**config.mk**
```make
export PLATFORM = sky130hd
export DESIGN_NAME = hb_fault_ctrl
export DESIGN_NICKNAME = d
export VERILOG_FILES = /design/src/hb_fault_pkg.sv /design/src/hb_sync3.sv /design/src/hb_fault_ctrl.sv
export SDC_FILE = /design/constraint.sdc
export NUM_CORES = 1
export LEC_CHECK = 0
export ABC_AREA = 1
export BUFFER_PORTS_ARGS = -buffer_cell sky130_fd_sc_hd__buf_2
export CAP_MARGIN = 0
export CORE_UTILIZATION = 41
export DETAILED_ROUTE_END_ITERATION = 12
export PLACE_DENSITY = 0.57
export SYNTH_ARGS = -nofsm -noshare
export SYNTH_HDL_FRONTEND = slang
export SYNTH_HIERARCHICAL = 1
export SYNTH_SLANG_ARGS = --single-unit
```
**constraint.sdc**
```tcl
create_clock -name i_clk -period 2.1 [get_ports i_clk]
set_clock_uncertainty 0.05 [all_clocks]
set_input_delay 0.42 -clock i_clk [delete_from_list [all_inputs] [get_ports i_clk]]
set_output_delay 0.42 -clock i_clk [all_outputs]
set_load 0.03 [all_outputs]
```
**src/hb_fault_pkg.sv**
```systemverilog
package hb_fault_pkg;
  // timebase of the control logic
  localparam int unsigned CLK_PERIOD_NS = 50;
  // delays in microseconds as defaults; no figure is printed, so plain values
  localparam int unsigned STANDBY_DELAY_US = 100;
  localparam int unsigned FAULT_RESET_TIME_US = 10;
  localparam int unsigned CURRENT_LIMIT_TIME_US = 50;
  localparam int unsigned UNDERVOLTAGE_DELAY_US = 20;
  // cycle counts, least times rounded up
  localparam int unsigned STANDBY_CYC =
    (STANDBY_DELAY_US * 1000 + CLK_PERIOD_NS - 1) / CLK_PERIOD_NS;
  localparam int unsigned FAULT_RESET_CYC =
    (FAULT_RESET_TIME_US * 1000 + CLK_PERIOD_NS - 1) / CLK_PERIOD_NS;
  localparam int unsigned CURRENT_LIMIT_CYC =
    (CURRENT_LIMIT_TIME_US * 1000 + CLK_PERIOD_NS - 1) / CLK_PERIOD_NS;
  // fault flag release after current limit: 1.5 times the switching time
  localparam int unsigned CL_FLAG_CYC = (CURRENT_LIMIT_CYC * 3 + 1) / 2;
  localparam int unsigned UNDERVOLTAGE_CYC =
    (UNDERVOLTAGE_DELAY_US * 1000 + CLK_PERIOD_NS - 1) / CLK_PERIOD_NS;
  // counter width shared by every timer
  localparam int unsigned CNT_W = 16;
  // sense output selection
  typedef enum logic [1:0] {
    SENSE_OFFSET,
    SENSE_LOAD,
    SENSE_FAULT,
    SENSE_FLOAT
  } sense_mode_t;
endpackage : hb_fault_pkg

```
**src/hb_sync3.sv**
```systemverilog
`timescale 1ns/1ps
// three-stage synchroniser: output moves once stages two and three agree
module hb_sync3 (
  // clock and reset
  input wire logic i_clk,
  input wire logic i_sys_rst,
  // raw pin level
  input wire logic i_pin,
  // filtered level
  output logic o_level
);
  logic s1; // metastability stage, read only by s2
  logic s2;
  logic s3;

  // shift chain
  always_ff @(posedge i_clk or posedge i_sys_rst) begin
    if (i_sys_rst) begin
      s1 <= 1'b0;
      s2 <= 1'b0;
      s3 <= 1'b0;
    end else begin
      s1 <= i_pin;
      s2 <= s1;
      s3 <= s2;
    end
  end

  // accept only when the last two stages agree
  always_ff @(posedge i_clk or posedge i_sys_rst) begin
    if (i_sys_rst) begin
      o_level <= 1'b0;
    end else if (s2 == s3) begin
      o_level <= s3;
    end
  end
endmodule : hb_sync3

```
**src/hb_fault_ctrl.sv**
```systemverilog
`timescale 1ns/1ps
// Notes on behaviour
// [RULE1] no stand-by while any fault present
// [RULE2] latched fault cleared by both inputs low
// [RULE3] current limit: resume tCL, flag 1.5x
// [RULE4] undervoltage recovery and flag after delay
// [RULE5] undervoltage forces both switches off, fault
// [RULE6] both low past delay, no fault: stand-by
// [RULE7] overtemp/overcurrent: both off, latch, flag
// [RULE8] all delays counted on internal timebase
module hb_fault_ctrl (
  // clock and reset
  input wire logic i_clk,
  input wire logic i_sys_rst,
  // host logic inputs (pins)
  input wire logic i_control_input,
  input wire logic i_inhibit_input,
  // analogue monitors (asynchronous)
  input wire logic i_overtemp,
  input wire logic i_overcurrent,
  input wire logic i_current_limit,
  input wire logic i_undervoltage,
  // switch drive
  output logic o_high_side_switch,
  output logic o_low_side_switch,
  // sense output control
  output hb_fault_pkg::sense_mode_t o_sense_output,
  output logic o_fault,
  output logic o_standby
);
  // timer end points, cut on purpose to the 16-bit counters
  // every figure here fits well inside the counter range
  localparam logic [15:0] STBY_N = 16'(hb_fault_pkg::STANDBY_CYC);
  localparam logic [15:0] RST_N = 16'(hb_fault_pkg::FAULT_RESET_CYC);
  localparam logic [15:0] CL_N = 16'(hb_fault_pkg::CURRENT_LIMIT_CYC);
  localparam logic [15:0] CLF_N = 16'(hb_fault_pkg::CL_FLAG_CYC);
  localparam logic [15:0] UV_N = 16'(hb_fault_pkg::UNDERVOLTAGE_CYC);

  // pins and monitors after their synchronisers
  logic ctl; // synchronised control input
  logic inhibit_input; // synchronised inhibit input
  logic ot; // synchronised overtemperature
  logic oc; // synchronised overcurrent
  logic cl; // synchronised current-limit event
  logic uv; // synchronised undervoltage

  // every asynchronous input gets its own synchroniser
  // a level must stand two samples to pass, so one-cycle glitches are dropped;
  // the price is four cycles of latency on every pin and monitor
  hb_sync3 u_s_ctl (.i_clk(i_clk), .i_sys_rst(i_sys_rst), .i_pin(i_control_input), .o_level(ctl));
  hb_sync3 u_s_inh (.i_clk(i_clk), .i_sys_rst(i_sys_rst), .i_pin(i_inhibit_input), .o_level(inhibit_input));
  hb_sync3 u_s_ot (.i_clk(i_clk), .i_sys_rst(i_sys_rst), .i_pin(i_overtemp), .o_level(ot));
  hb_sync3 u_s_oc (.i_clk(i_clk), .i_sys_rst(i_sys_rst), .i_pin(i_overcurrent), .o_level(oc));
  hb_sync3 u_s_cl (.i_clk(i_clk), .i_sys_rst(i_sys_rst), .i_pin(i_current_limit), .o_level(cl));
  hb_sync3 u_s_uv (.i_clk(i_clk), .i_sys_rst(i_sys_rst), .i_pin(i_undervoltage), .o_level(uv));

  logic both_low; // host requests stand-by or fault reset
  assign both_low = !ctl && !inhibit_input;

  logic latched; // overtemp/overcurrent latch
  logic [15:0] low_cnt; // cycles both inputs have been low
  logic cl_active; // switching suppressed by current limit
  logic [15:0] cl_cnt; // time since the current limit ended
  logic cl_flag; // fault flag held for 1.5x
  logic uv_hold; // undervoltage or its recovery delay
  logic [15:0] uv_cnt; // time since the supply recovered
  logic any_fault; // any condition that forbids stand-by
  // live undervoltage, overtemperature and overcurrent count as well (current limit does not), so stand-by is refused in the first cycle
  // of a fault, before the latch or the hold flag has caught up
  assign any_fault = latched || cl_flag || uv_hold || uv || ot || oc; // [RULE1]

  // both-low timer, shared by stand-by and fault reset
  // it saturates instead of wrapping, so a long low phase never looks short
  // the count starts on the first edge at which both synchronised pins are low
  always_ff @(posedge i_clk or posedge i_sys_rst) begin
    if (i_sys_rst) begin
      low_cnt <= '0;
    end else if (!both_low) begin
      low_cnt <= '0;
    end else if (low_cnt != 16'hFFFF) begin
      low_cnt <= low_cnt + 16'h0001; // [RULE8]
    end
  end

  // fault latch: set wins over clear
  // a monitor that is still active keeps the latch set while the reset time runs
  always_ff @(posedge i_clk or posedge i_sys_rst) begin
    if (i_sys_rst) begin
      latched <= 1'b0;
    end else if (ot || oc) begin
      latched <= 1'b1; // [RULE7]
    end else if (both_low && low_cnt >= RST_N) begin
      latched <= 1'b0; // [RULE2]
    end
  end

  // current limitation: switching paused for the limit time, flag for 1.5x
  // both times run from the end of the limit event; a new event restarts them,
  // so a limit that keeps returning holds the flag up indefinitely
  always_ff @(posedge i_clk or posedge i_sys_rst) begin
    if (i_sys_rst) begin
      cl_cnt <= '0;
      cl_active <= 1'b0;
      cl_flag <= 1'b0;
    end else if (cl) begin
      cl_cnt <= '0; // restart on each new limit event
      cl_active <= 1'b1;
      cl_flag <= 1'b1;
    end else if (cl_flag) begin
      cl_cnt <= cl_cnt + 16'h0001;
      if (cl_cnt + 16'h0001 >= CL_N) begin
        cl_active <= 1'b0; // [RULE3]
      end
      if (cl_cnt + 16'h0001 >= CLF_N) begin
        cl_flag <= 1'b0; // [RULE3]
      end
    end
  end

  // undervoltage hold: while low and for the delay after recovery
  // the delay restarts if the supply dips again before it has run out
  always_ff @(posedge i_clk or posedge i_sys_rst) begin
    if (i_sys_rst) begin
      uv_hold <= 1'b0;
      uv_cnt <= '0;
    end else if (uv) begin
      uv_hold <= 1'b1; // [RULE5]
      uv_cnt <= '0;
    end else if (uv_hold) begin
      uv_cnt <= uv_cnt + 16'h0001;
      if (uv_cnt + 16'h0001 >= UV_N) begin
        uv_hold <= 1'b0; // [RULE4]
      end
    end
  end

  // stand-by: only reachable without any fault
  // left at once when a pin rises or a fault appears
  // the sense output floats on the same edge, see the sense process
  always_ff @(posedge i_clk or posedge i_sys_rst) begin
    if (i_sys_rst) begin
      o_standby <= 1'b0;
    end else if (!both_low || any_fault) begin
      o_standby <= 1'b0; // [RULE1]
    end else if (low_cnt >= STBY_N) begin
      o_standby <= 1'b1; // [RULE6]
    end
  end

  // switch drive; current limit inverts the active switch while paused
  // both switches are registered together, so one edge never shows a mix
  // an inhibited bridge stays off even during a current-limit pause
  always_ff @(posedge i_clk or posedge i_sys_rst) begin
    if (i_sys_rst) begin
      o_high_side_switch <= 1'b0;
      o_low_side_switch <= 1'b0;
    end else if (latched || ot || oc || uv_hold || uv) begin
      o_high_side_switch <= 1'b0; // [RULE5] [RULE7]
      o_low_side_switch <= 1'b0;
    end else if (!inhibit_input) begin
      o_high_side_switch <= 1'b0; // inhibit input low: bridge inhibited, both off
      o_low_side_switch <= 1'b0;
    end else if (cl_active) begin
      o_high_side_switch <= !ctl; // freewheel through opposite switch
      o_low_side_switch <= ctl;
    end else begin
      o_high_side_switch <= ctl;
      o_low_side_switch <= !ctl;
    end
  end

  // sense output selection and fault flag
  // the fault current has priority over every other sense source
  // o_fault lags its causes by one cycle, like every other output
  always_ff @(posedge i_clk or posedge i_sys_rst) begin
    if (i_sys_rst) begin
      o_sense_output <= hb_fault_pkg::SENSE_OFFSET;
      o_fault <= 1'b0;
    end else begin
      o_fault <= any_fault;
      if (latched || ot || oc || cl_flag) begin
        o_sense_output <= hb_fault_pkg::SENSE_FAULT; // [RULE7] [RULE3]
      end else if (uv_hold) begin
        o_sense_output <= hb_fault_pkg::SENSE_OFFSET; // at most offset in undervoltage [RULE4]
      end else if (both_low && low_cnt >= STBY_N) begin
        o_sense_output <= hb_fault_pkg::SENSE_FLOAT; // [RULE6]
      end else if (inhibit_input && ctl) begin
        o_sense_output <= hb_fault_pkg::SENSE_LOAD;
      end else begin
        o_sense_output <= hb_fault_pkg::SENSE_OFFSET;
      end
    end
  end

  // assertions: stand-by and fault latch
  a_standby_no_fault: assert property (@(posedge i_clk) disable iff (i_sys_rst) // [RULE1]
    o_standby |-> !latched) else $error("stand-by with latched fault");
  a_latch_holds: assert property (@(posedge i_clk) disable iff (i_sys_rst) // [RULE2]
    latched && !both_low |=> latched) else $error("latch cleared without reset");
  a_fault_switches_off: assert property (@(posedge i_clk) disable iff (i_sys_rst) // [RULE7]
    latched |=> !o_high_side_switch && !o_low_side_switch) else $error("switch on in fault");
  a_fault_sense: assert property (@(posedge i_clk) disable iff (i_sys_rst) // [RULE7]
    latched |=> o_sense_output == hb_fault_pkg::SENSE_FAULT) else $error("no fault flag");
  a_fault_output: assert property (@(posedge i_clk) disable iff (i_sys_rst) // [RULE7]
    latched || ot || oc |=> o_fault) else $error("fault output missing");
  // assertions: undervoltage
  a_uv_off: assert property (@(posedge i_clk) disable iff (i_sys_rst) // [RULE5]
    uv |=> !o_high_side_switch && !o_low_side_switch && o_fault) else $error("uv drive");
  a_uv_release: assert property (@(posedge i_clk) disable iff (i_sys_rst) // [RULE4]
    $fell(uv) |-> uv_hold && uv_cnt == 16'h0000) else $error("uv hold missing");
  a_uv_recovery_off: assert property (@(posedge i_clk) disable iff (i_sys_rst) // [RULE4]
    uv_hold |=> !o_high_side_switch && !o_low_side_switch) else $error("switch on in uv delay");
  // assertions: current limitation
  a_cl_flag_after: assert property (@(posedge i_clk) disable iff (i_sys_rst) // [RULE3]
    cl_flag && !cl_active && !cl |-> cl_cnt >= CL_N - 16'h0001) else $error("flag vs cl");
  a_cl_resume_time: assert property (@(posedge i_clk) disable iff (i_sys_rst) // [RULE3]
    $fell(cl_active) |-> cl_cnt == CL_N) else $error("limit time wrong");
  // assertions: stand-by entry
  a_standby_entry: assert property (@(posedge i_clk) disable iff (i_sys_rst) // [RULE6]
    both_low && !any_fault && low_cnt >= STBY_N |=> o_standby) else $error("no stand-by");
  a_standby_sense: assert property (@(posedge i_clk) disable iff (i_sys_rst) // [RULE6]
    o_standby |-> o_sense_output == hb_fault_pkg::SENSE_FLOAT) else $error("sense not floating");
endmodule : hb_fault_ctrl

```
==> Word level (Yosys, flattened, before mapping) <==
Index checks and enable logic that the tools add are counted.
{ "word_totals": {"mem_bits_ro": 0, "latchBits": 0, "mem_bits_rw": 0, "output_inout_bits": 6, "inputBits": 8, "n_memories": 0, "register_bits": 82} }
{ "classes": {"n_div": 0, "n_mul": 0, "bitwise_logic": 0, "n_mux": 29, "add_sub_neg": 3, "shift": 0, "n_lt_le_gt_ge": 5, "reduce_logical": 25, "n_eq_ne": 8} }
{ "op_table": {"columns": ["operator", "count"], "rows": [
  ["16-bit two-way mux", 6],
  ["16-bit by 1-bit adder with 16-bit output (second input constant)", 3],
  ["16-bit by 11-bit >= comparator with 1-bit output (second input constant)", 2],
  ["1-bit two-way mux", 20],
  ["16-bit by 10-bit >= comparator with 1-bit output (second input constant)", 1],
  ["16-bit by 8-bit >= comparator with 1-bit output (second input constant)", 1],
  ["16-bit by 9-bit >= comparator with 1-bit output (second input constant)", 1],
  ["16-bit inequality test (second input constant)", 1],
  ["1-bit logical OR", 12],
  ["2-bit nonzero test", 5],
  ["1-bit == test", 6],
  ["2-bit two-way mux", 3],
  ["1-bit logical AND", 4],
  ["1-bit zero test", 3],
  ["2-bit by 1-bit inequality test with 1-bit output (second input constant)", 1],
  ["2-bit AND reduction", 1]
]} }

==> Logic depth before layout (Yosys ltp) <==
Gate-level depths: netlist (run 1).
{ "logic_depth": {"ltp_word": 7, "mapped_depth": 13} }

==> Modules after synthesis <==
The synthesis (run 1) kept the hierarchy.
{ "by_module_without_submodules": {"columns": ["mod", "n_inst", "cells_each", "area_each_um2", "seq_area_each_um2"], "rows": [
  ["hb_fault_ctrl", 1, 462, 3388.2, 1451.4],
  ["hb_sync3", 6, 9, 120.1, 100.1]
]} }

==> Worst setup path before layout (run 1) <==
OpenSTA, ideal clock, no wires.
{ "synth_timing": {"path_type": "register -> register", "startpoint": "register cl_cnt[1]", "endpoint": "register cl_active", "t_arrival_ps": 1366, "setup_slack_ps": 567, "path_stages_with_launch": 13, "period_less_slack_ps": 1533, "setup_time_ps": 117, "cell_sequence": "dfrtp_1 -> ha_1 -> nand2_1 -> nor2_1 -> nand2_1 -> nand2_1 -> nand2_1 -> nor2_1 -> nand2_1 -> nand2_1 -> nor2_1 -> nor2_1 -> nor2_1"} }
{ "synth_via": {"elab_chain_len": 4} }
{ "synth_rtl": {"columns": ["element", "line_no", "rtl"], "rows": [
  ["start: declaration", "hb_fault_ctrl.sv:63", "logic [15:0] cl_cnt;"],
  ["start signal: assignment", "hb_fault_ctrl.sv:110", "cl_cnt <= cl_cnt + 16'h0001;"],
  ["16-bit by 1-bit adder with 16-bit output", "hb_fault_ctrl.sv:111", "if (cl_cnt + 16'h0001 >= CL_N) begin"],
  ["16-bit by 10-bit >= comparator with 1-bit output", "hb_fault_ctrl.sv:111", null],
  ["2-bit nonzero test (no line)", null, null],
  ["2-bit AND reduction (no line)", null, null],
  ["end signal: assignment", "hb_fault_ctrl.sv:103", "cl_active <= 1'b0;"],
  ["end signal: assignment", "hb_fault_ctrl.sv:107", "cl_active <= 1'b1;"],
  ["end signal: assignment", "hb_fault_ctrl.sv:112", "cl_active <= 1'b0;"],
  ["end: declaration", "hb_fault_ctrl.sv:62", "logic cl_active;"]
]} }
Every way passes these cells.
A chain may end at the register's enable or synchronous reset.

==> Worst setup path in the final report (run 1) <==
Ends and elaborated chain as after synthesis.

==> results.txt, run 1 <==
The run finished with clean final reports. The run gives 360 ps as the clock insertion delay at the later pin of the skew report. After detailed routing, the number of vias per cell comes to 5.06. The cell type with the largest total area after synthesis was sky130_fd_sc_hd__dfrtp_1. The routed design could run at a clock period as short as 1770 ps. For the final hold violation count, the log shows 0. In the final design database the tool counted 556 nets. Summing the sequential cell areas from Yosys gives 49.9% of the chip area. The power density of the placed cells was 675 nW/um2; the number of clock sinks seen by CTS was 82. Highest net fanout along the worst path: 4. In the final layout, flip-flops and latches occupy 2050 um2.

Once placement finished, the instance area stood at 4390 um2. In this design, the critical path's most frequently occurring cell is sky130_fd_sc_hd__nor2_1. The number of enable flip-flop cells after synthesis was 0; the total power after layout was 3.10 mW. The pin count of the biggest net entering global routing is 31, and the wire length reported by the detailed router is 9040 um. For the worst setup path, the data required time is 2350 ps. The logs give 54.8% for the sequential group share of total power and 0 for the total overflow reported by the global router.

The number of clock buffers added by TritonCTS is 9. In this run the number of H-tree levels came out at 3. The worst reg2reg path depth was 11. The max-slew violation count was 0. The clock passes through at most 2 buffers. In the final routed layout, each cell accounts on average for 13.3 um. On the worst path, the slowest cell contributes a delay of 400 ps. The number of instances in the synthesized netlist is 516, and the remaining max-slew budget at the tightest pin is 62.9%.

Among all flip-flop cells after synthesis, the most frequent one is sky130_fd_sc_hd__dfrtp_1. The final route contains 3,443 vias. Area growth from synthesis to layout: 11.9%. In this run the clock root is driven by a sky130_fd_sc_hd__clkbuf_8. Max-capacitance violation count: 0. When the netlist entered floorplanning its net count stood at 528. The count of buffering cells on the critical path with inverters included is 1, and the I/O pin total is 14. The number of global-route vias before repair came out at 3,325.

Count of different cell masters after synthesis: 35. The worst hold margin was 109 ps; the static leakage power was 2.16 nW. The count of cells along the worst hold path is 1. In the final timing run, aggregate negative setup slack is 0 ps. The floorplan row count came out at 36.

The slowest cell on the critical path was sky130_fd_sc_hd__dfrtp_1. The die covers 10,400 um2. Summed over all nets, the switching power comes to 0.823 mW.

The tools report the count of inserted antenna diode cells as 0. The maximum VDD drop is 478 uV, and the total core area is 9730 um2. From bottom edge to top edge, the die measures 102 um. After routing the design area is 4600 um2. The synthesis-stage register bit count is 82, and the per-instance average area after synthesis is 7.96 um2. The beginning of the worst register-to-register path was cl_cnt[1]. Cells with a size suffix above 1 make up 10.0% of the layout. Arrival time reported for the critical path endpoint: 2030 ps. In this run, the combinational gates consume 7.2% of the power. The first global-routing pass estimated 15,600 um of wire.

The fraction of the cycle the final worst path needs came out at 84.5%. For this run, asynchronously set or reset flops after synthesis account for 100%. The initial utilization of the core area, before any placement, comes to 42.2%.

In the routed design, unresolved DRC markers number 0. Routability-driven placement finished with a final weighted congestion of 0.952. In this run the worst hold path is classified as in -> reg. For the post-synthesis instance area, the log shows 4110 um2.

Fill cells in the final layout number 1,002. The signal on the critical path passes through ha_1 -> nand2_1 -> nor2_1 -> nand4_1 -> nand2_1 -> inv_1 -> nor2_1 -> nand2_1 -> nor2_1 -> nor2_1 -> nor2_1. Port buffering added 13 buffers. The first detailed-routing pass ran for 5 iterations. The HPWL after detailed placement is 6620 um. By area the synthesized netlist is led by sky130_fd_sc_hd__dfrtp_1, sky130_fd_sc_hd__nand2_1, sky130_fd_sc_hd__inv_1.

Excluding fillers, the count of instances in the completed layout stands at 681. The measured slew at the worst slew-check pin was 556 ps; the internal portion of total power was 2.28 mW. The classification of the worst setup path was reg -> reg.

For the minimum setup slack in the final design, the log shows 326 ps. TritonCTS built the clock tree. The logs give 6 for the number of warnings issued by yosys and 0.564 GHz for the maximum achievable frequency. Setup repair after global routing left no endpoint under its margin. For this run, the total global-route usage over all layers was measured as 19.6%. The worst setup timing slack at the placement stage was 337 ps.

The total area of multi-input combinational cells was 1720 um2; the setup violation total in the final timing report was 0. sky130_fd_sc_hd__nand2_1 is the most common cell in the netlist. The count of nets left with antenna violations once routing finished came out at 0. The critical path starts at cl_cnt[1]. Of the post-synthesis cell area, the dominant cell type holds 49.9%. The run gives 0 as the number of antenna violations at the first check in global routing. Cells fill 47.2% of the core in the end. The horizontal die dimension was 102 um; the share of total power consumed by net switching was 26.5%. The tools report the element type at the critical path start as a register.

Counting tap cells, the placed design contains a total of 665 instances. After synthesis, the most frequently instantiated cells are sky130_fd_sc_hd__nand2_1, sky130_fd_sc_hd__dfrtp_1, sky130_fd_sc_hd__inv_1. In this run, post-CTS repair resized a total of 0 instances. The detailed router's first-iteration violation count is 221.

The worst hold path begins at i_overtemp. In this run the number of cells on the critical path is 11. The critical path endpoint category was a register. The clock-pin slew of the registers on the worst-case setup and hold paths is 100 ps.

Of the total power, the clock network draws 38.1%. Broken down by cell family, the worst path's largest delay share belongs to simple AND/OR/NAND/NOR gates.
==> cells in the final DEF (no fill, tap or decap), drive strengths merged, types with 2 or more instances in the layout <==
master	count
a21oi	15
inv	85
clkbuf	9
xor2	9
o22ai	15
nand2	128
ha	4
xnor2	2
o21ai	27
dfrtp	82
nand3	37
a22o	2
nor2	59
nor3	20
buf	20
or2	3
o31ai	3
nand4	16
clkinv	4
==> flip-flops by register name (all words and copies together) (netlist names), 2 cells and up <==
register,cells
cl_cnt,16
low_cnt,16
o_sense_output,2
uv_cnt,16
==> power by group through the flow <==
stage / Sequential (mW) / Combinational [mW] / Clock (mW)
2_1_floorplan: 1.72 / 0.151 / 0
3_3_place_gp: 1.72 / 0.218 / 0
3_5_place_dp: 1.73 / 0.225 / 0
4_1_cts: 1.70 / 0.227 / 1.22
5_1_grt: 1.71 / 0.255 / 1.29
6_report: 1.70 / 0.222 / 1.18
==> path summary, 6_finish.rpt <==
check                             end  slack (ps)
max                         cl_active         330
min                         u_s_ot/s1         110
max reg2reg                 cl_active         330
min reg2reg                 u_s_oc/s2         300
max in group asynchronous  uv_cnt[11]         760
min in group asynchronous   u_s_oc/s1         500
==> worst register-to-register path, stage by stage, from the launching register on <==
cell and delay (ps):
sky130_fd_sc_hd__dfrtp_1 400, sky130_fd_sc_hd__ha_1 220, sky130_fd_sc_hd__nand2_1 150, sky130_fd_sc_hd__nor2_1 220
sky130_fd_sc_hd__nand4_1 110, sky130_fd_sc_hd__nand2_1 100, sky130_fd_sc_hd__inv_1 40, sky130_fd_sc_hd__nor2_1 80
sky130_fd_sc_hd__nand2_1 80, sky130_fd_sc_hd__nor2_1 120, sky130_fd_sc_hd__nor2_1 50, sky130_fd_sc_hd__nor2_1 100
==> logic make-up after synthesis <==
kind of cell               Yosys count  share of synthesized area [%]
AOI/OAI and AO/OA                   65                           8.98
xor gates and xnor gates            11                           2.34
adders and majority gates            4                           1.22
buffers and inverters               89                           8.19
DFF                                 82                           49.9
and+or+nand+nor                    265                           29.3
==> routing by layer <==
metal | wire length, um | track usage (%) | vias up
met5 | 0 | 0 | -
met4 | 223 | 8.46 | 0
met1 | 4310 | 26.6 | 1626
met3 | 343 | 4.31 | 18
li1 | - | - | 1724
met2 | 4160 | 30.4 | 75
==> final cells by class <==
class,count,area share (%)
clock buffer,9,2.69
clock inverter,6,1.63
inverter,85,6.94
multi-input combinational,345,37.4
sequential,82,44.6
tap,133,3.62
timing repair buffer,21,3.05
==> what timing repair did <==
action,4_1_cts,5_1_grt
setup buffers,0,0
hold buffers,1,0
endpoints found under the hold margin,24,0
endpoints found under the setup margin,0,0
No activity file was read; power rests on OpenSTA's default activity.
==> run 2, diff against run 1 <==
==> constraint.sdc (replaced) <==
create_clock -name i_clk -period 1.8 [get_ports i_clk]
set_clock_uncertainty 0.05 [all_clocks]
set_input_delay 0.36 -clock i_clk [delete_from_list [all_inputs] [get_ports i_clk]]
set_output_delay 0.36 -clock i_clk [all_outputs]
set_load 0.03 [all_outputs]
==> results.txt, run 2 (synthesis gave the netlist of run 1 again) <==
For the pin with the worst max-slew slack, the measured transition is 495 ps. Across the run, the number of max-cap violations was 0. The region available for standard cell placement spans 9730 um2.

The data required time at the worst endpoint is 2050 ps. TritonCTS built the clock tree. For the wire length reported by the detailed router, the log shows 8850 um.

The critical path is of the reg -> reg type. Pin placement for this block handled 14 I/O pins. For the number of optimization iterations in the first detailed-route pass, the log shows 4. The clock tree buffer depth was 2. STA classifies the critical path startpoint as a register. The logs give 997 for the number of fill cells in the layout and 0 for the total overflow reported by the global router. Final hold analysis gives a worst-case slack of 47.9 ps. The die height works out to 102 um. The total power after layout is 3.72 mW, and the fraction of the cycle the final worst path needs is 94.1%. The logs give 693 for the final instance count without filler cells and 668 for the cell total after placement. Compared with the post-synthesis result, the final layout area differs by 16.3%. Across every metal layer, demand over resource in global routing totals 19.3%. Power spread over the standard cell area amounts to 779 nW/um2. The floorplan row count is 36, and the post-detailed-route wirelength per cell is 12.8 um. The tools report the total area of multi-input combinational cells as 1800 um2.

Counting the buffers created by CTS gives 9. The flow ran to the end, and the final reports show no timing, DRC or antenna violations. The logs give 3,266 for the number of global-route vias before repair and 15,200 um for the wire length of the first global-routing pass. Leaving out fill and tap cells, the most frequent cell in the layout is sky130_fd_sc_hd__nand2_1.

Detailed router's first-iteration violation count: 179. The effective utilization at floorplan is 42.2%, and the area of all sequential standard cells is 2060 um2. For the number of antenna violations at the first check in global routing, the log shows 0. The largest registers in the layout are cl_cnt x16, low_cnt x16, uv_cnt x16.

STA puts the critical path data arrival time at 1940 ps. Derived from the worst setup path, the maximum achievable clock frequency is 0.591 GHz. The final layout contains 567 nets. The clock-pin slew of the registers on the worst-case setup and hold paths works out to 90 ps. The worst hold path belongs to the class in -> reg.

Using the TritonRoute via totals, the vias-per-cell ratio works out to 4.98. In the layout the commonest cells are sky130_fd_sc_hd__nand2_1, sky130_fd_sc_hd__inv_1, sky130_fd_sc_hd__dfrtp_1, sky130_fd_sc_hd__nor2_1, sky130_fd_sc_hd__nand3_1. The die area was 10,400 um2; the share of post-route cells with drive strength above 1 was 14.6%. The total DRC errors in the routed layout is 0, and the final critical path time including I/O delays and setup is 1690 ps. CTS placed an instance of sky130_fd_sc_hd__clkbuf_8 at the clock tree root. The number of clock sinks seen by CTS came out at 82. The max-slew violation count was 0; the static leakage power was 2.23 nW. The horizontal die dimension is 102 um.

For the worst-skew pair, the clock arrives at the later sink with an insertion delay of 360 ps. Measured against its own limit, the worst slew margin works out to 66.9%. Entering global routing, the biggest net connects 59 pins. Of all nets on the critical path, the largest fanout is 4. The setup violation total in the final timing report is 0. The routed layout has 3,448 vias. The maximum VDD drop is 503 uV, and the number of port buffers is 13.

At the end of routability-driven placement, the weighted congestion stood at 0.876. STA classifies the critical path endpoint as a register. The final hold violation count came out at 0. The maximum level of the CTS H-tree was 3; the count of inserted antenna diode cells was 0. Once detailed placement completed, the half-perimeter wirelength came to 6360 um.

The count of nets left with antenna violations once routing finished came out at 0.
## run 2: changes by cell type in the layout (fill, tap and decap cells not counted), moves of 2 or more
cell / delta
sky130_fd_sc_hd__nor2_4: +3
sky130_fd_sc_hd__nand2_2: +3
sky130_fd_sc_hd__buf_4: +11
sky130_fd_sc_hd__nor3_2: +2
sky130_fd_sc_hd__dfrtp_2: +4
sky130_fd_sc_hd__ha_1: -2
sky130_fd_sc_hd__dfrtp_1: -4
sky130_fd_sc_hd__nand2_1: -4
sky130_fd_sc_hd__ha_4: +2
sky130_fd_sc_hd__nor2_1: -3
sky130_fd_sc_hd__nor3_1: -2
## run 2: worst paths after layout
kind | from | to | slack [ps] | cells after the start
max in group asynchronous | i_sys_rst | low_cnt[3] | 810 | 4
max | low_cnt[1] | low_cnt[14] | 110 | 7
min in group asynchronous | i_sys_rst | u_s_uv/s1 | 430 | 3
min reg2reg | u_s_oc/s1 | u_s_oc/s2 | 300 | 0
max reg2reg | low_cnt[1] | low_cnt[14] | 110 | 7
min | i_control_input | u_s_ctl/s1 | 50 | 1
## run 2: layer usage
layer / routed length, um / up-vias / global-route usage (%)
met3: 351 / 12 / 4.65
met4: 144 / 0 / 7.03
li1: - / 1745 / -
met1: 4160 / 1628 / 25.7
met2: 4200 / 63 / 30.6
met5: 0 / - / 0
## run 2: stage by stage
step	TNS (ps)	worst slack [ps]	area (um2)	utilization, %
after floorplan	0	267	4110	-
after global placement	0	114	4410	45.4
after detailed placement	0	50.4	4410	45.4
after CTS	0	27.6	4630	47.6
after global routing	-19.5	-14.6	4780	49.1
final	0	107	4780	49.1
## run 2: power by group
group	total [mW]	internal, mW	switching (mW)
Sequential	1.99	1.92	0.0689
Combinational	0.318	0.133	0.185
Clock	1.42	0.668	0.751
## run 2: repair_timing
action / 4_1_cts / 5_1_grt
resized for setup: 0 / 22
hold buffers: 1 / 0
endpoints found under the setup margin: 0 / 12
setup buffers: 0 / 8
hold endpoints to repair: 24 / 0
## run 2: final cells by class
cell class              count  area share, %
clock buffers               9           2.59
clock inverters             7           1.78
inverters                  85           6.76
multi-input cells         345           37.7
flip-flops and latches     82           43.0
well taps                 133           3.48
repair buffers             32           4.66
## run 2: worst max-delay path, cell delays in order, from the launching register on
cell and delay, ps:
sky130_fd_sc_hd__dfrtp_1 420, sky130_fd_sc_hd__ha_4 170, sky130_fd_sc_hd__nand3_4 90, sky130_fd_sc_hd__nor3_4 240, sky130_fd_sc_hd__nand4_1 220, sky130_fd_sc_hd__nor3_2 260, sky130_fd_sc_hd__a21oi_1 90, sky130_fd_sc_hd__nor2_1 90
==> run 3, diff against run 2 <==
--- a/config.mk
+++ b/config.mk
@@ -8,9 +8,11 @@
 export ABC_AREA = 1
 export BUFFER_PORTS_ARGS = -buffer_cell sky130_fd_sc_hd__buf_2
 export CAP_MARGIN = 0
+export CELL_PAD_IN_SITES_DETAIL_PLACEMENT = 1
+export CELL_PAD_IN_SITES_GLOBAL_PLACEMENT = 1
 export CORE_UTILIZATION = 41
 export DETAILED_ROUTE_END_ITERATION = 12
-export PLACE_DENSITY = 0.57
+export PLACE_DENSITY = 0.71
 export SYNTH_ARGS = -nofsm -noshare
 export SYNTH_HDL_FRONTEND = slang
 export SYNTH_HIERARCHICAL = 1
==> results.txt, run 3 (synthesis gave the netlist of run 1 again) <==
The flow ran to the end, and the final reports show no timing, DRC or antenna violations. Detailed placement finished with a half-perimeter wire length of 8110 um. The max-slew violation count came out at 0. Final hold analysis gives a worst-case slack of 33.9 ps. Once detail routing completed, the nets flagged for antenna violations numbered 0. The final instance count without filler cells is 701. For the total overflow reported by the global router, the log shows 0. Subtracting the final worst setup slack from the clock period gives 1760 ps.

Entering global routing, the biggest net connects 28 pins. The largest registers in the layout are cl_cnt x16, low_cnt x16, uv_cnt x16. Setup violations remaining at the end of the flow were counted as 0. Total core area: 9730 um2. The effective utilization at floorplan was 42.2%. The number of antenna violations at the first check in global routing is 0, and the arrival time reported for the critical path endpoint is 2010 ps.

For this design the top-level I/O count stands at 14. The number of clock buffers added by TritonCTS is 9. Summed over all nets, the switching power comes to 1.07 mW. Slowest cell on the critical path: sky130_fd_sc_hd__dfrtp_1. The run gives 49.9% as the final standard cell utilization of the core. The fraction of the cycle the final worst path needs works out to 97.5%.

The critical path endpoint category is a register. After the first detailed-routing iteration, the DRC count stood at 109. The highest cell delay on the worst timing path is 410 ps. Setup repair after global routing could not meet its margin everywhere.

The final layout contains 575 nets. The area growth from synthesis to layout is 18.1%. The part of the total power dissipated in the clock network was 39.1%. The data required time at the worst endpoint came out at 2060 ps. After detailed routing, the number of remaining DRC violations is 0. The count of buffering cells on the critical path with inverters included is 1. The critical path goes through ha_4 -> nand3_4 -> nor3_4 -> nand2_2 -> nor2_4 -> nand3_4 -> buf_4 -> a31oi_1.

The library cell used most frequently in the layout, excluding fill and tap cells, is sky130_fd_sc_hd__nand2_1. Element type at the critical path start: a register. Counting along the longest clock path gives a buffer depth of 2.

The total area of multi-input combinational cells came out at 1800 um2. Global routing used 23.0% of the available tracks across all layers. Leaving out fill and tap cells, the most frequent cells in the layout are sky130_fd_sc_hd__nand2_1, sky130_fd_sc_hd__dfrtp_1, sky130_fd_sc_hd__inv_1, sky130_fd_sc_hd__nor2_1, sky130_fd_sc_hd__nand3_1. The max-capacitance violation count is 0. The congestion estimate from routability-driven global placement came to 0.840.

The internal power of the cells totals 2.73 mW. At the pin with the least slew margin, the transition time is 507 ps. Power density of the placed cells: 784 nW/um2.

The number of fill cells in the layout was 1,217; the horizontal die dimension was 102 um. The final hold violation count was 0; the die area was 10,400 um2. The share of post-route cells with drive strength above 1 was 15.1%; the post-detailed-route wirelength per cell was 15.5 um. The wire length of the first global-routing pass was 17,900 um.

TritonCTS built the clock tree. The logs give 3,612 for the number of global-route vias before repair and 10,900 um for the wire length reported by the detailed router. The cell sitting at the root of the clock tree is a sky130_fd_sc_hd__clkbuf_8.

Summed over all cells, the static leakage comes to 2.26 nW. Dominant delay contributor by cell family on the critical path: simple AND/OR/NAND/NOR gates. The share of total power consumed by net switching is 28.2%, and the die height is 102 um. In this run the worst path has a maximum fanout of 7. The worst hold path belongs to the class in -> reg.

After clock tree synthesis, the clock-pin slew on the worst setup and hold paths is 90 ps. The number of clock sinks seen by CTS came out at 82. The tools report the cell total after placement as 671. Across the VDD grid, the largest voltage drop is 602 uV. The count of inserted antenna diode cells was 0. Cell type with the highest occurrence count on the critical path: sky130_fd_sc_hd__nand3_4.

Remaining max-slew budget at the tightest pin: 66.2%. The via-per-instance ratio came out at 5.15. The logs give 0.570 GHz for the maximum achievable frequency and 4 for the number of optimization iterations in the first detailed-route pass. The maximum level of the CTS H-tree is 3, and the floorplan row count is 36. Across the whole layout, storage elements account for 2050 um2.

The total number of vias came out at 3,611. The sequential group share of total power came out at 52.4%. The portion of total power attributed to combinational logic is 8.5%. For the clock insertion delay at the later pin of the skew report, the log shows 380 ps. The worst setup path is of the reg -> reg kind. During placement, the flow inserted port buffers numbering 13.
[run 3: changes by cell type in the layout (fill, tap and decap cells not counted), moves of 2 or more]
cell | previous run | this run
sky130_fd_sc_hd__nor2_4 | 7 | 5
sky130_fd_sc_hd__dlygate4sd3_1 | 1 | 4
sky130_fd_sc_hd__dfrtp_1 | 78 | 82
sky130_fd_sc_hd__clkinv_4 | 3 | 0
sky130_fd_sc_hd__dfrtp_2 | 4 | 0
sky130_fd_sc_hd__nor2_2 | 2 | 7
sky130_fd_sc_hd__nor2_1 | 50 | 47
sky130_fd_sc_hd__buf_4 | 17 | 22
sky130_fd_sc_hd__nand2_1 | 121 | 123
[run 3: through the flow]
stage	power (mW)	area, um2	TNS, ps	worst slack (ps)
after floorplan	2.18	4110	0	267
after global placement	2.27	4440	0	101
after detailed placement	2.29	4440	0	36.4
after CTS	3.81	4660	0	28.8
after global routing	3.99	4850	-378	-72.2
final	3.80	4850	0	44.4
[run 3: layout make-up]
class	count	share of cell area, %
clock inverters	7	1.93
multi-input cells	345	37.2
well taps	133	3.43
clock buffers	9	2.55
repair buffers	40	5.98
inverters	85	6.65
flip-flops and latches	82	42.3
[run 3: power by group through the flow]
stage	Sequential [mW]	Combinational [mW]	Clock [mW]
after detailed placement	2.02	0.266	0
after CTS	1.99	0.271	1.55
after global routing	2.00	0.370	1.62
after global placement	2.01	0.254	0
after floorplan	2.00	0.177	0
final	1.99	0.324	1.49
[run 3: worst reg2reg max path: stages (launching register included)]
cell and delay, ps:
sky130_fd_sc_hd__dfrtp_1 410, sky130_fd_sc_hd__ha_4 180, sky130_fd_sc_hd__nand3_4 90, sky130_fd_sc_hd__nor3_4 260, sky130_fd_sc_hd__nand2_2 130, sky130_fd_sc_hd__nor2_4 150, sky130_fd_sc_hd__nand3_4 130, sky130_fd_sc_hd__buf_4 170
sky130_fd_sc_hd__a31oi_1 110
[run 3: worst paths after layout]
path                       startpoint         end  slack (ps)  cells past startpoint
max                        low_cnt[0]  low_cnt[3]          40                      8
min                        i_overtemp   u_s_ot/s1          30                      1
max reg2reg                low_cnt[0]  low_cnt[3]          40                      8
min reg2reg                 u_s_uv/s1   u_s_uv/s2         310                      0
max in group asynchronous   i_sys_rst  uv_cnt[10]         650                      4
min in group asynchronous   i_sys_rst   u_s_ot/s2         470                      3
[run 3: layer usage]
layer  global-route usage [%]  vias to the layer above  share of wire [%]
met2                     37.6                       42                 48
li1                         -                     1758                  -
met1                     29.9                     1798                 47
met4                     7.03                        0                1.3
met3                     6.29                       13                3.3
met5                        0                        -                  0
[run 3: timing repair]
action,in CTS,in global routing
endpoints found under the hold margin,38,3
setup endpoints to repair,0,14
gates resized for setup,0,20
hold buffers,1,3
buffers inserted,0,10
